--- src/hdl/sbh_pkg.sv ---
// Constants and types shared by the slave board host port logic
package sbh_pkg;

    // Host I/O port pair: select port at the even address, control at odd
    localparam logic [15:0] SEL_PORT_BASE  = 16'hfc40;
    localparam logic [15:0] CTRL_PORT_BASE = 16'hfc41;
    localparam int          PORT_SET_COUNT = 8;
    localparam logic [15:0] PORT_PAIR_STEP = 16'h0002;

    // Board select code and memory window page
    localparam int          SEL_CODE_W      = 4;
    localparam int          WIN_PAGE_W      = 8;
    localparam int          HOST_ADDR_W     = 24;
    localparam int          WIN_LSB         = 16;

    // Control port fields
    localparam int          CTRL_W          = 8;
    localparam int          CTRL_PAGE_LSB   = 0;
    localparam int          CTRL_PAGE_W     = 4;
    localparam int          CTRL_HINT_EN    = 4;
    localparam int          CTRL_LINT       = 5;
    localparam int          CTRL_CPU_RUN    = 6;
    localparam logic [7:0]  CTRL_RESET      = 8'h00;

    // Board memory: window placed on 32 Kbyte steps in 512 Kbytes
    localparam int          DRAM_ADDR_W     = 19;
    localparam int          PAGE_SHIFT      = 15;
    localparam int          REFRESH_ADDR_W  = 18;

    // Local peripheral chip select for the dual UART
    localparam int          UART_SPAN_LSB   = 5;
    localparam int          UART_REG_W      = 4;

    // Timing at the 40 MHz reference clock
    localparam int          CLK_PERIOD_NS   = 25;
    localparam int          REFRESH_NS      = 16000;
    localparam int          REFRESH_CYCLES  = REFRESH_NS / CLK_PERIOD_NS;
    localparam int          DRAM_ACCESS_NS  = 150;
    localparam int          LOCAL_WAITS     = 0;

    // Host memory cycle sequencer
    typedef enum logic [1:0] {
        ST_IDLE = 2'b00,
        ST_HOLD = 2'b01,
        ST_XFER = 2'b11,
        ST_DONE = 2'b10
    } sbh_state_type;

endpackage : sbh_pkg

--- src/hdl/sbh_host_port.sv ---
// Host port, board select and local bus access of a slave processor board
//
// Functional notes
// RQ1 - Decode select port at even and control port at odd address of a pair
// RQ2 - Boards sharing a port pair need distinct select codes, sixteen at most
// RQ3 - Eight port sets chosen by one switch and two jumpers
// RQ4 - Board clock halved to form the processor clock output
// RQ5 - Grant acknowledge re-timed on the inverted processor clock
// RQ6 - Refresh scan steps one word address about every 16 microseconds
// RQ7 - Row strobe on every non-I/O local cycle, whatever the address
// RQ8 - Local memory cycles run with no wait states
// RQ9 - UART chip select covers 32 local I/O ports at a programmable base
// RQ10 - UART on even lane only, register number doubled in I/O space
// RQ11 - Read buffers face host only with input strobe, wait done, status
// RQ12 - Write buffers face local bus with write strobe, grant, status
// RQ13 - Full 16-bit word moved whenever the host requests one
// RQ14 - Crossover for odd byte writes and even byte reads
// RQ15 - Host address driven locally only while grant acknowledge is low
// RQ16 - Select port writes decoded even when the board is not enabled
// RQ17 - Window hits and control writes only while the board is enabled
// RQ18 - Enabled stays set until bus reset or a non-matching select write
// RQ19 - Local processor held reset from power-up until host releases it
// RQ20 - Host can force local processor reset at any time the board is enabled
// RQ21 - 64 Kbyte window placed on any 32 Kbyte boundary of board memory
// RQ22 - Board is slave only and never requests bus mastership
// RQ23 - Host writes the select code in the low nibble of the select byte
// RQ24 - Window hit when A16 to A23 match the switch and board is enabled
// RQ25 - Host ready held in wait until local grant acknowledge
// RQ26 - Enabled captured at trailing write strobe, cleared by bus reset
`timescale 1ns/10ps
module sbh_host_port
    import sbh_pkg::*;
#(
    parameter int REFRESH_CNT = REFRESH_CYCLES
) (
    input  wire logic        ref_clk_i,
    input  wire logic        rst_n_i,
    // Host bus
    input  wire logic [23:0] host_addr_i,
    input  wire logic [7:0]  host_do_i,
    input  wire logic [7:0]  host_di_i,
    input  wire logic        s_memr_i,
    input  wire logic        s_out_i,
    input  wire logic        s_inp_i,
    input  wire logic        s_wo_n_i,
    input  wire logic        p_dbin_i,
    input  wire logic        p_wr_n_i,
    input  wire logic        p_sync_i,
    input  wire logic        sxtrq_n_i,
    output logic      [7:0]  host_di_o,
    output logic      [7:0]  host_do_o,
    output logic             host_do_oe_o,
    output logic             host_di_oe_o,
    output logic             sixtn_n_o,
    output logic             host_ready_o,
    // Straps
    input  wire logic [3:0]  select_code_switch_i,
    input  wire logic [7:0]  window_page_switch_i,
    input  wire logic        port_set_switch_i,
    input  wire logic        port_jumper_low_i,
    input  wire logic        port_jumper_high_i,
    // Local bus
    input  wire logic        local_grant_ack_n_i,
    input  wire logic        local_cycle_i,
    input  wire logic        local_io_i,
    input  wire logic [15:0] local_io_addr_i,
    input  wire logic [15:0] local_pcs_base_i,
    input  wire logic [15:0] local_data_i,
    output logic             cpu_clock_output_o,
    output logic             local_hold_req_o,
    output logic             synced_grant_ack_n_o,
    output logic [18:0]      local_address_bus_o,
    output logic             local_addr_oe_o,
    output logic [15:0]      local_data_o,
    output logic [1:0]       local_byte_en_o,
    output logic             data_out_buffer_enable_n_o,
    output logic             data_in_buffer_enable_n_o,
    output logic             byte_cross_o,
    output logic             wait_finished_o,
    output logic             board_enabled_n_o,
    output logic             window_hit_n_o,
    output logic             local_cpu_reset_n_o,
    output logic             local_int_set_o,
    output logic             host_int_enable_o,
    output logic             row_strobe_n_o,
    output logic             local_ready_o,
    output logic             peripheral_select_zero_n_o,
    output logic [3:0]       uart_reg_o,
    output logic             refresh_req_o,
    output logic [17:0]      refresh_addr_o
);

    // Port address of a pair from the strap index, odd selects control
    function automatic logic [15:0] port_addr(input logic [2:0] idx,
                                              input logic       odd);
        port_addr = (odd ? CTRL_PORT_BASE : SEL_PORT_BASE)
                  + PORT_PAIR_STEP * {13'h0000, idx};
    endfunction : port_addr

    // Board address of a host window offset; page bits arrive inverted
    function automatic logic [18:0] dram_addr(input logic [3:0]  page_n,
                                              input logic [15:0] offs);
        dram_addr = {~page_n, 15'h0000} + {3'h0, offs};
    endfunction : dram_addr

    logic        rst_meta_q;
    logic        rst_q;
    logic [23:0] addr_s;
    logic [7:0]  do_s;
    logic [7:0]  di_s;
    logic        memr_s;
    logic        out_s;
    logic        inp_s;
    logic        wo_n_s;
    logic        dbin_s;
    logic        wr_n_s;
    logic        sync_s;
    logic        xtrq_n_s;
    logic [3:0]  sel_sw_s;
    logic [7:0]  win_sw_s;
    logic        pset_s;
    logic        jlow_s;
    logic        jhigh_s;
    logic        grant_n_s;
    logic        lcyc_s;
    logic        lio_s;
    logic [15:0] lio_addr_s;
    logic [15:0] pcs_base_s;
    logic [15:0] ldata_s;

    // Reset released through two flip-flops
    always_ff @(posedge ref_clk_i or negedge rst_n_i) begin
        if (!rst_n_i) begin
            rst_meta_q <= 1'b0;
            rst_q      <= 1'b0;
        end else begin
            rst_meta_q <= 1'b1;
            rst_q      <= rst_meta_q;
        end
    end

    sbh_pin_sync #(.W(48), .INIT(48'h0000_0000_0015)) u_host_sync (
        .ref_clk_i (ref_clk_i),
        .rst_n_i   (rst_q),
        .pin_i     ({host_addr_i, host_do_i, host_di_i, s_memr_i, s_out_i,
                     s_inp_i, s_wo_n_i, p_dbin_i, p_wr_n_i, p_sync_i,
                     sxtrq_n_i}),
        .level_o   ({addr_s, do_s, di_s, memr_s, out_s, inp_s, wo_n_s,
                     dbin_s, wr_n_s, sync_s, xtrq_n_s})
    );

    sbh_pin_sync #(.W(15), .INIT(15'h0000)) u_strap_sync (
        .ref_clk_i (ref_clk_i),
        .rst_n_i   (rst_q),
        .pin_i     ({select_code_switch_i, window_page_switch_i,
                     port_set_switch_i, port_jumper_low_i,
                     port_jumper_high_i}),
        .level_o   ({sel_sw_s, win_sw_s, pset_s, jlow_s, jhigh_s})
    );

    sbh_pin_sync #(.W(51), .INIT(51'h4_0000_0000_0000)) u_local_sync (
        .ref_clk_i (ref_clk_i),
        .rst_n_i   (rst_q),
        .pin_i     ({local_grant_ack_n_i, local_cycle_i, local_io_i,
                     local_io_addr_i, local_pcs_base_i, local_data_i}),
        .level_o   ({grant_n_s, lcyc_s, lio_s, lio_addr_s, pcs_base_s,
                     ldata_s})
    );

    sbh_state_type state_q;
    sbh_state_type state_d;
    logic [7:0]    ctrl_q;
    logic          enabled_q;
    logic          wr_n_prev_q;
    logic          cpu_clk_q;
    logic          sync_ack_n_q;
    logic [9:0]    ref_cnt_q;

    // Port decode; switch OFF, high jumper and low jumper step the pair
    wire [2:0]  port_idx   = {jlow_s, jhigh_s, pset_s};          // RQ3
    wire        io_wr      = out_s & ~wr_n_s;
    wire        sel_hit    = addr_s[15:0] == port_addr(port_idx, 1'b0); // RQ1
    wire        ctrl_hit   = addr_s[15:0] == port_addr(port_idx, 1'b1); // RQ1
    wire        wr_trail   = wr_n_s & ~wr_n_prev_q;
    wire        sel_strobe = out_s & sel_hit & wr_trail;          // RQ16
    wire        ctrl_write = io_wr & ctrl_hit & enabled_q;        // RQ17
    wire        code_match = do_s[SEL_CODE_W-1:0] == sel_sw_s;    // RQ23
    wire        win_hit    = enabled_q
                           & (addr_s[HOST_ADDR_W-1:WIN_LSB] == win_sw_s); // RQ24
    wire        rd_stat    = memr_s;
    wire        wr_stat    = ~wo_n_s & ~out_s & ~inp_s;
    wire        word_xfer  = ~xtrq_n_s;
    wire        odd_byte   = addr_s[0];
    wire [3:0]  page_n     = ctrl_q[CTRL_PAGE_LSB +: CTRL_PAGE_W];
    wire [18:0] board_addr = dram_addr(page_n, addr_s[15:0]);    // RQ21
    wire        cpu_rise   = ~cpu_clk_q;

    // Enabled follows each select write; bus reset or a non-matching select write clears it
    always_ff @(posedge ref_clk_i or negedge rst_q) begin
        if (!rst_q) begin
            enabled_q   <= 1'b0;                                  // RQ26
            wr_n_prev_q <= 1'b1;
        end else begin
            wr_n_prev_q <= wr_n_s;
            if (sel_strobe) begin
                enabled_q <= code_match;                          // RQ18
            end
        end
    end

    // Control port; reset leaves the local processor held and the window at page 15
    always_ff @(posedge ref_clk_i or negedge rst_q) begin
        if (!rst_q) begin
            ctrl_q <= CTRL_RESET;                                 // RQ19
        end else if (ctrl_write && wr_trail == 1'b0) begin
            ctrl_q <= do_s;                                       // RQ20
        end
    end

    // Processor clock is half of the board clock, grant re-timed on its
    // falling edge so the host address has settled before the access
    always_ff @(posedge ref_clk_i or negedge rst_q) begin
        if (!rst_q) begin
            cpu_clk_q    <= 1'b0;
            sync_ack_n_q <= 1'b1;
        end else begin
            cpu_clk_q <= ~cpu_clk_q;                              // RQ4
            if (cpu_clk_q) begin
                sync_ack_n_q <= grant_n_s;                        // RQ5
            end
        end
    end

    // Host memory cycle sequencer; the board never asks for mastership
    always_comb begin                                             // RQ22
        state_d = state_q;
        case (state_q)
            ST_IDLE: begin
                if (sync_s && win_hit && (rd_stat || wr_stat)) begin
                    state_d = ST_HOLD;
                end
            end
            ST_HOLD: begin
                if (!sync_ack_n_q) begin
                    state_d = ST_XFER;
                end
            end
            ST_XFER: begin
                if (!dbin_s && wr_n_s) begin
                    state_d = ST_DONE;
                end
            end
            ST_DONE: begin
                state_d = ST_IDLE;
            end
            default: begin
                state_d = ST_IDLE;
            end
        endcase
    end

    wire xfer_d   = state_d == ST_XFER;
    wire rd_en    = dbin_s & xfer_d & rd_stat & win_hit;          // RQ11
    wire wr_en    = ~wr_n_s & ~grant_n_s & wr_stat & win_hit
                  & (state_q != ST_IDLE);                         // RQ12
    wire cross_rd = rd_en & ~word_xfer & ~odd_byte;               // RQ14
    wire cross_wr = wr_en & ~word_xfer & odd_byte;                // RQ14
    wire uart_sel = lcyc_s & lio_s & ~lio_addr_s[0]
                  & (lio_addr_s[15:UART_SPAN_LSB]
                     == pcs_base_s[15:UART_SPAN_LSB]);            // RQ9
    wire ref_wrap = ref_cnt_q == 10'(REFRESH_CNT - 1);

    // Host side outputs and sequencer state
    always_ff @(posedge ref_clk_i or negedge rst_q) begin
        if (!rst_q) begin
            state_q      <= ST_IDLE;
            host_ready_o <= 1'b1;
            host_di_o    <= 8'h00;
            host_do_o    <= 8'h00;
            host_do_oe_o <= 1'b0;
            host_di_oe_o <= 1'b0;
            sixtn_n_o    <= 1'b1;
        end else begin
            state_q      <= state_d;
            host_ready_o <= state_d != ST_HOLD;                   // RQ25
            host_di_o    <= (word_xfer || odd_byte) ? ldata_s[15:8]
                                                    : ldata_s[7:0];
            host_do_o    <= ldata_s[7:0];                         // RQ13
            host_do_oe_o <= rd_en & word_xfer;                    // RQ13
            host_di_oe_o <= rd_en;
            sixtn_n_o    <= ~((rd_en | wr_en) & word_xfer);       // RQ13
        end
    end

    // Local bus side: address, write data, buffer enables
    always_ff @(posedge ref_clk_i or negedge rst_q) begin
        if (!rst_q) begin
            local_hold_req_o           <= 1'b0;
            local_address_bus_o        <= 19'h00000;
            local_addr_oe_o            <= 1'b0;
            local_data_o               <= 16'h0000;
            local_byte_en_o            <= 2'h0;
            data_out_buffer_enable_n_o <= 1'b1;
            data_in_buffer_enable_n_o  <= 1'b1;
            byte_cross_o               <= 1'b0;
            wait_finished_o            <= 1'b0;
        end else begin
            local_hold_req_o    <= (state_d == ST_HOLD) || xfer_d;
            local_address_bus_o <= board_addr;
            local_addr_oe_o     <= ~grant_n_s
                                 & (state_q != ST_IDLE);          // RQ15
            local_data_o        <= word_xfer ? {di_s, do_s}
                                             : {do_s, do_s};      // RQ14
            local_byte_en_o     <= word_xfer ? 2'h3
                                             : (odd_byte ? 2'h2 : 2'h1);
            data_out_buffer_enable_n_o <= ~(rd_en | wr_en);
            data_in_buffer_enable_n_o  <= ~(rd_en | wr_en);
            byte_cross_o        <= cross_rd | cross_wr;
            wait_finished_o     <= xfer_d;
        end
    end

    // Board status, control bits, local memory and UART selects, refresh
    always_ff @(posedge ref_clk_i or negedge rst_q) begin
        if (!rst_q) begin
            cpu_clock_output_o         <= 1'b0;
            synced_grant_ack_n_o       <= 1'b1;
            board_enabled_n_o          <= 1'b1;
            window_hit_n_o             <= 1'b1;
            local_cpu_reset_n_o        <= 1'b0;
            local_int_set_o            <= 1'b0;
            host_int_enable_o          <= 1'b0;
            row_strobe_n_o             <= 1'b1;
            local_ready_o              <= 1'b1;
            peripheral_select_zero_n_o <= 1'b1;
            uart_reg_o                 <= 4'h0;
            refresh_req_o              <= 1'b0;
            refresh_addr_o             <= 18'h00000;
            ref_cnt_q                  <= 10'h000;
        end else begin
            cpu_clock_output_o   <= cpu_rise;
            synced_grant_ack_n_o <= sync_ack_n_q;
            board_enabled_n_o    <= ~enabled_q;
            window_hit_n_o       <= ~win_hit;                     // RQ24
            local_cpu_reset_n_o  <= ctrl_q[CTRL_CPU_RUN];         // RQ20
            local_int_set_o      <= ctrl_q[CTRL_LINT];
            host_int_enable_o    <= ctrl_q[CTRL_HINT_EN];
            row_strobe_n_o       <= ~(lcyc_s & ~lio_s);           // RQ7
            local_ready_o        <= LOCAL_WAITS == 0;             // RQ8
            peripheral_select_zero_n_o <= ~uart_sel;              // RQ10
            uart_reg_o           <= lio_addr_s[UART_REG_W:1];     // RQ10
            // Refresh only paces the scan; the local DMA does the reads
            ref_cnt_q     <= ref_wrap ? 10'h000 : ref_cnt_q + 10'h001;
            refresh_req_o <= ref_wrap;                            // RQ6
            if (ref_wrap) begin
                refresh_addr_o <= refresh_addr_o + 18'h00001;     // RQ6
            end
        end
    end
endmodule : sbh_host_port

--- src/hdl/sbh_pin_sync.sv ---
// Three-stage synchroniser for a group of pins with agreement filter
`timescale 1ns/10ps
module sbh_pin_sync #(
    parameter int         W    = 1,
    parameter logic [W-1:0] INIT = '0
) (
    input  wire logic         ref_clk_i,
    input  wire logic         rst_n_i,
    input  wire logic [W-1:0] pin_i,
    output logic      [W-1:0] level_o
);

    logic [W-1:0] s1_q;
    logic [W-1:0] s2_q;
    logic [W-1:0] s3_q;
    logic [W-1:0] level_d;

    // Stage one feeds stage two only, metastability stays contained
    always_ff @(posedge ref_clk_i or negedge rst_n_i) begin
        if (!rst_n_i) begin
            s1_q <= INIT;
            s2_q <= INIT;
            s3_q <= INIT;
        end else begin
            s1_q <= pin_i;
            s2_q <= s1_q;
            s3_q <= s2_q;
        end
    end

    // A bit changes only once stages two and three agree
    assign level_d = (s2_q & s3_q) | (level_o & (s2_q ^ s3_q));

    always_ff @(posedge ref_clk_i or negedge rst_n_i) begin
        if (!rst_n_i) begin
            level_o <= INIT;
        end else begin
            level_o <= level_d;
        end
    end

endmodule : sbh_pin_sync

--- config.mk ---
export PLATFORM = sky130hd
export DESIGN_NAME = sbh_host_port
export DESIGN_NICKNAME = d
export VERILOG_FILES = /design/src/hdl/sbh_pkg.sv /design/src/hdl/sbh_host_port.sv /design/src/hdl/sbh_pin_sync.sv
export SDC_FILE = /design/constraint.sdc
export NUM_CORES = 1
export LEC_CHECK = 0
export BUFFER_PORTS_ARGS = -buffer_cell sky130_fd_sc_hd__buf_2
export CELL_PAD_IN_SITES_DETAIL_PLACEMENT = 1
export CELL_PAD_IN_SITES_GLOBAL_PLACEMENT = 2
export CORE_MARGIN = 1
export CORE_UTILIZATION = 46
export CTS_CLUSTER_SIZE = 14
export DETAILED_ROUTE_END_ITERATION = 10
export GPL_TIMING_DRIVEN = 0
export PLACE_DENSITY = 0.8
export SLEW_MARGIN = 20
export SYNTH_ARGS = -nofsm -noshare
export SYNTH_HDL_FRONTEND = slang
export SYNTH_SLANG_ARGS = --single-unit
--- constraint.sdc ---
create_clock -name ref_clk_i -period 28.6 [get_ports ref_clk_i]
set_clock_uncertainty 0.15 [all_clocks]
set_input_delay 5.72 -clock ref_clk_i [delete_from_list [all_inputs] [get_ports ref_clk_i]]
set_output_delay 5.72 -clock ref_clk_i [all_outputs]
set_load 0.005 [all_outputs]
==> impl_metrics.yaml, run 1 <==
synth:
  async_reset_ff_share_pct: 100
  yosysWarnings: 0
  synth-seq-cells: 554
  synth_top_cell_by_area: "dfrtp_1"
  yosysSeqAreaShare_pct: 79.0
  synth_ff_type: "dfrtp_1"
  synth_cell_types: 42
  synth_top_area_share_pct: 75.1
  ys_top_cells_by_area: "dfrtp_1 75%, ha_1 8.0%, a21o_1 4.7%"
  synth_area_per_cell_um2: 18.1
  synth_edf_count: 0
  syn_inst: 973
  syn_area_um2: 17600
route:
  ant_nets: 0
  firstDrtPassIters: 4
  drc: 0
  num_vias: 8607
  vias_per_cell: 4.77
  wl_per_cell_um: 17.6
  drt_iter0_drc: 334
  drt_wl_total_mm: 31.7
global_route:
  grt.overflow.total: 0
  grt_first_pass_wirelength_mm: 51.5
  grt_pass1_vias: 9638
  gr-usage-all-layers_pct: 17.2
  grt_max_degree: 62
  antenna_found_initial: 5
clock_tree:
  post_cts_buffers: 0
  clkSinkCount: 554
  cts_tree: "yes"
  ctsResizeCount: 0
  h-tree-depth: 2
  clk_pin_slew_ns: 0.06
  clockBufferDepth: 3
  ctsHoldBuffers: 0
  cts_buffers: 54
  root_buffer: "clkbuf_16"
  clock_latency_ns: 0.58
placed_design:
  placed_cells_incl_taps: 1701
  hpwl_mm: 20.7
  placed_area_um2: 19500
  post-place-ws_ns: 22.02
  gp_congestion: 0.713
  io_buffer_count: 205
final_layout:
  multiInputGateArea_um2: 3620
  final_common_cell: "dfrtp_1"
  postLayoutCoreUtil_pct: 56.9
  drive_above_1_share_pct: 28.4
  stdcell_area_um2: 21400
  final_cell_mix: "527 x dfrtp_1, 205 x buf_2, 113 x ha_1, 110 x a21o_1, 57 x clkbuf_16"
  nets: 1475
  area.growth.synth_to_final_pct: 21.8
  regArea_um2: 13900
  nFillCells: 3512
  finalNonFillerCells: 1804
floorplanning:
  start_util_pct: 46.7
  io_pins: 212
  core_um2: 37700
  die_w_um: 198
  die-area_um2: 39000
  rows: 71
  die_h_um: 198
timing:
  fin_ws_ns: 21.42
  worst_slew_pin_slew_ns: 0.673
  slew_headroom_pct: 55.1
  setup_tns_ns: 0
  min_period_ns: 7.18
  fin_crit_sh_pct: 25.1
  hold_ws_ns: 0.0733
  setup_violations: 0
  hold_viol_final: 0
  max_freq_mhz: 139
  rsz0062_at_grt: "no"
  finalMaxSlewViolations: 0
setup_path:
  reg2reg_to: "ctrl_q[5]"
  reg2reg_from: "u_host_sync.level_o[33]"
  cp_max_fo: 2
  arrival_ns: 1.31
  worstPathRequired_ns: 22.73
  endpoint: "data_out_buffer_enable_n_o"
  critPathKind: "flop to primary output"
  crit_path_end_kind: "primary output"
  crit_path_start: "data_in_buffer_enable_n_o"
  r2r_slack_ns: 26.24
  r2r_cells: 4
  critPathLaunchType: "flop"
power:
  powerDensity_nw_per_um2: 78.6
  irDropWorstVdd_v: 0.0000509
  leakage_nw: 10.8
  power_mw: 1.68
hold_path:
  hp-class: "flop to asynchronous set/reset pin"
job:
  max_cap_viol_count: 0
status:
  status: "finished clean"
-- worst max-delay path: stages (launching register included) --
cell and delay, ns:
dfstp_2 0.54, buf_4 0.10, buf_2 0.10
-- report_power, final --
group / internal, mW / switching (mW)
logic: 0.0440 / 0.0433
registers: 0.838 / 0.0278
clock network: 0.444 / 0.287
-- synthesized netlist by cell type, drive strengths merged, types with 7 or more instances --
master,n
dfstp,26
nor3,9
nor4,8
a21o,110
nand4,14
dfrtp,528
nor2,14
nand2,20
mux2,27
ha,113
inv,9
xor2,25
xnor2,26
nand3,7
-- flip-flops by register name, indices dropped and copies added (netlist names), 16 cells and up --
register,count
u_local_sync.s1_q,46
u_host_sync.s1_q,48
local_address_bus_o,19
u_local_sync.s2_q,46
u_local_sync.s3_q,46
refresh_addr_o,18
u_host_sync.level_o,48
u_host_sync.s2_q,48
u_local_sync.level_o,46
local_data_o,16
u_host_sync.s3_q,48
-- cell type report --
class	instances	area share, %
inverters	9	0.158
diodes	2	0.0234
flip-flops and latches	554	64.9
repair buffers	216	6.13
multi-input cells	405	16.9
clock inverters	21	1.22
clock buffers	80	7.53
plain buffers	6	0.175
well taps	511	2.98
-- cell families (layout without fill, tap and decap cells) --
| family | count (synthesis) | after routing | synth area share (%) |
|---|---|---|---|
| buffers and inverters | 15 | 332 | 0.405 |
| other | 1 | 4 | 0.0213 |
| AO/OA/AOI/OAI | 118 | 118 | 4.98 |
| flip-flops | 554 | 554 | 79.0 |
| adder cells (fa/ha/maj) | 113 | 113 | 8.04 |
| XOR/XNOR | 51 | 51 | 2.54 |
| multiplexers | 28 | 28 | 1.79 |
| AND/OR/NAND/NOR | 93 | 93 | 3.22 |
-- metal layers --
| metal | up-vias | global-route usage (%) | wire length, um |
|---|---|---|---|
| li1 | 3889 | - | - |
| met1 | 4473 | 21.2 | 13000 |
| met2 | 172 | 28.9 | 16100 |
| met3 | 65 | 4.39 | 1670 |
| met4 | 8 | 6.95 | 826 |
| met5 | - | 0 | 59 |
-- how the worst min path moves through the flow --
stage	cells past startpoint	end	start
2_1_floorplan	0	rst_q	rst_meta_q
3_3_place_gp	0	u_local_sync.s2_q[30]	u_local_sync.s1_q[30]
3_5_place_dp	0	u_local_sync.s2_q[33]	rst_q
4_1_cts	0	u_local_sync.s1_q[33]	rst_q
5_1_grt	0	u_local_sync.s1_q[33]	rst_q
6_report	0	u_local_sync.level_o[36]	rst_q
No activity file was read; power rests on OpenSTA's default activity.
==> inputs of run 2 (changes only) <==
--- a/config.mk
+++ b/config.mk
@@ -5,15 +5,16 @@
 export SDC_FILE = /design/constraint.sdc
 export NUM_CORES = 1
 export LEC_CHECK = 0
+export ABC_AREA = 1
 export BUFFER_PORTS_ARGS = -buffer_cell sky130_fd_sc_hd__buf_2
 export CELL_PAD_IN_SITES_DETAIL_PLACEMENT = 1
 export CELL_PAD_IN_SITES_GLOBAL_PLACEMENT = 2
 export CORE_MARGIN = 1
-export CORE_UTILIZATION = 46
+export CORE_UTILIZATION = 41
 export CTS_CLUSTER_SIZE = 14
 export DETAILED_ROUTE_END_ITERATION = 10
 export GPL_TIMING_DRIVEN = 0
-export PLACE_DENSITY = 0.8
+export PLACE_DENSITY = 0.74
 export SLEW_MARGIN = 20
 export SYNTH_ARGS = -nofsm -noshare
 export SYNTH_HDL_FRONTEND = slang
==> constraint.sdc (replaced) <==
create_clock -name ref_clk_i -period 7.1 [get_ports ref_clk_i]
set_clock_uncertainty 0.15 [all_clocks]
set_input_delay 1.42 -clock ref_clk_i [delete_from_list [all_inputs] [get_ports ref_clk_i]]
set_output_delay 1.42 -clock ref_clk_i [all_outputs]
set_load 0.005 [all_outputs]
==> impl_metrics.yaml, run 2 <==
status:
  status: "finished clean"
final_layout:
  stdcell_area_um2: 21900
  drive_above_1_share_pct: 24.1
  final_cell_mix: "527 x dfrtp_1, 206 x buf_2, 141 x nand2_1, 113 x ha_1, 109 x a21o_1"
  finalNonFillerCells: 2066
  nFillCells: 4349
  area.growth.synth_to_final_pct: 22.0
  postLayoutCoreUtil_pct: 50.8
  final_common_cell: "dfrtp_1"
  nets: 1669
setup_path:
  arrival_ns: 1.32
  crit_path_end_kind: "primary output"
  critPathKind: "flop to primary output"
  slowest_delay_ns: 0.54
  critPathSlowestCell: "dfstp_2"
  critPathLaunchType: "flop"
  worstPathRequired_ns: 5.53
  cp_cell_sequence: "buf_4 -> buf_2"
  cp_max_fo: 2
placed_design:
  io_buffer_count: 205
  gp_congestion: 0.767
  hpwl_mm: 22.9
  placed_area_um2: 20000
  post-place-ws_ns: 4.80
  placed_cells_incl_taps: 1967
floorplanning:
  die_w_um: 211
  rows: 76
  die-area_um2: 44700
  die_h_um: 211
  io_pins: 212
  core_um2: 43200
  start_util_pct: 41.7
hold_path:
  hp-class: "flop to asynchronous set/reset pin"
power:
  p_sw_mw: 1.48
  leakage_nw: 11.2
  p_comb_share_pct: 5.3
  switching_share_pct: 21.5
  clkPwrFrac_pct: 44.0
  pwr-share-seq_pct: 50.7
  power_mw: 6.87
  intPower_mw: 5.39
  powerDensity_nw_per_um2: 313
  irDropWorstVdd_v: 0.000170
global_route:
  grt_max_degree: 61
  grt_first_pass_wirelength_mm: 54.8
  gr-usage-all-layers_pct: 15.7
  antenna_found_initial: 4
  grt_pass1_vias: 10500
  grt.overflow.total: 0
synth:
  synth_edf_count: 0
  synth_ff_type: "dfrtp_1"
  synth_top_area_share_pct: 73.5
  syn_inst: 1165
  yosysWarnings: 0
  async_reset_ff_share_pct: 100
  yosysMostFrequentCell: "dfrtp_1"
  yosysSeqAreaShare_pct: 77.3
  synth_area_per_cell_um2: 15.4
  ys_top_cells_by_area: "dfrtp_1 73%, ha_1 7.9%, a21o_1 4.6%"
  synth_commonest_cells: "528 x dfrtp_1, 141 x nand2_1, 113 x ha_1"
  syn_area_um2: 18000
  synth_cell_types: 38
  synth_top_cell_by_area: "dfrtp_1"
  synth-seq-cells: 554
clock_tree:
  clock_latency_ns: 0.59
  h-tree-depth: 2
  root_buffer: "clkbuf_16"
  post_cts_buffers: 0
  clkSinkCount: 554
  ctsHoldBuffers: 0
  clockBufferDepth: 3
  cts_buffers: 56
  cts_tree: "yes"
  ctsResizeCount: 0
  clk_pin_slew_ns: 0.06
route:
  vias_per_cell: 4.55
  firstDrtPassIters: 4
  ant_nets: 0
  drt_wl_total_mm: 33.2
  drt_iter0_drc: 423
  num_vias: 9403
  wl_per_cell_um: 16.1
  drc: 0
timing:
  hold_ws_ns: 0.0847
  finalMaxSlewViolations: 0
  max_freq_mhz: 346
  slew_headroom_pct: 56.1
  worst_slew_pin_slew_ns: 0.658
  setup_violations: 0
  fin_crit_sh_pct: 40.7
  rsz0062_at_grt: "no"
  setup_tns_ns: 0
  min_period_ns: 2.89
  hold_viol_final: 0
  fin_ws_ns: 4.21
job:
  max_cap_viol_count: 0
run 2: cell count changes in the layout (fill, tap and decap cells not counted), moves of 11 or more:
cell     previous run  this run
xnor2_1            26        13
nand3_1             7        18
nor2_1             14        45
mux2_2             24         0
nand2_1            20       141
inv_1               9        70
o21ai_0             4        24
run 2: power groups by stage:
| stage | sequential, mW | clock (mW) | combinational (mW) |
|---|---|---|---|
| 2_1_floorplan | 3.56 | 0 | 0.158 |
| 3_3_place_gp | 3.59 | 0 | 0.279 |
| 3_5_place_dp | 3.55 | 0 | 0.375 |
| 4_1_cts | 3.49 | 3.13 | 0.380 |
| 5_1_grt | 3.51 | 3.24 | 0.424 |
| 6_report | 3.49 | 3.02 | 0.363 |
run 2: path summary, 6_finish.rpt:
check / start / slack, ns / depth (start not counted) / end
setup / recovery: data_in_buffer_enable_n_o / 4.21 / 2 / data_out_buffer_enable_n_o
hold / removal: rst_q / 0.08 / 0 / u_strap_sync.s1_q[2]
setup reg to reg: rst_q / 4.93 / 5 / data_in_buffer_enable_n_o
hold reg to reg: rst_q / 0.08 / 0 / u_strap_sync.s1_q[2]
max in group asynchronous: rst_q / 4.93 / 5 / data_in_buffer_enable_n_o
min in group ref_clk_i: u_local_sync.s1_q[30] / 0.20 / 0 / u_local_sync.s2_q[30]
run 2: cells by family (layout without fill, tap and decap cells):
family	count (synthesis)	in the layout	synth area share (%)
flip-flops	554	554	77.3
XOR/XNOR	33	33	1.61
AO/OA/AOI/OAI	148	148	5.78
adder cells (fa/ha/maj)	113	113	7.86
other	1	3	0.0209
buffers and inverters	82	396	1.83
AND/OR/NAND/NOR	234	234	5.63
run 2: layout make-up:
cell class                      count  area (um2)  share of cell area (%)
Antenna cell                        1        2.50                  0.0114
Buffer                              5        35.0                   0.160
Clock buffer                       79        1640                    7.47
Clock inverter                     19         283                    1.29
Inverter                           77         294                    1.34
Multi-Input combinational cell    530        3760                    17.1
Sequential cell                   554       13900                    63.3
Tap cell                          585         732                    3.34
Timing Repair Buffer              216        1300                    5.92
run 2: routing by layer:
layer  vias to the layer above  track usage (%)  wire length [um]
met5                         -                0                41
met4                         6             5.40               796
met3                        60             3.47              1390
met2                       151             26.2             16500
met1                      4831             20.3             14500
li1                       4355                -                 -
run 2: critical path, delay by kind of cell (launching register included):
| kind | cells | cell delay, ns |
|---|---|---|
| buffers and inverters | 2 | 0.21 |
| DFF | 1 | 0.54 |
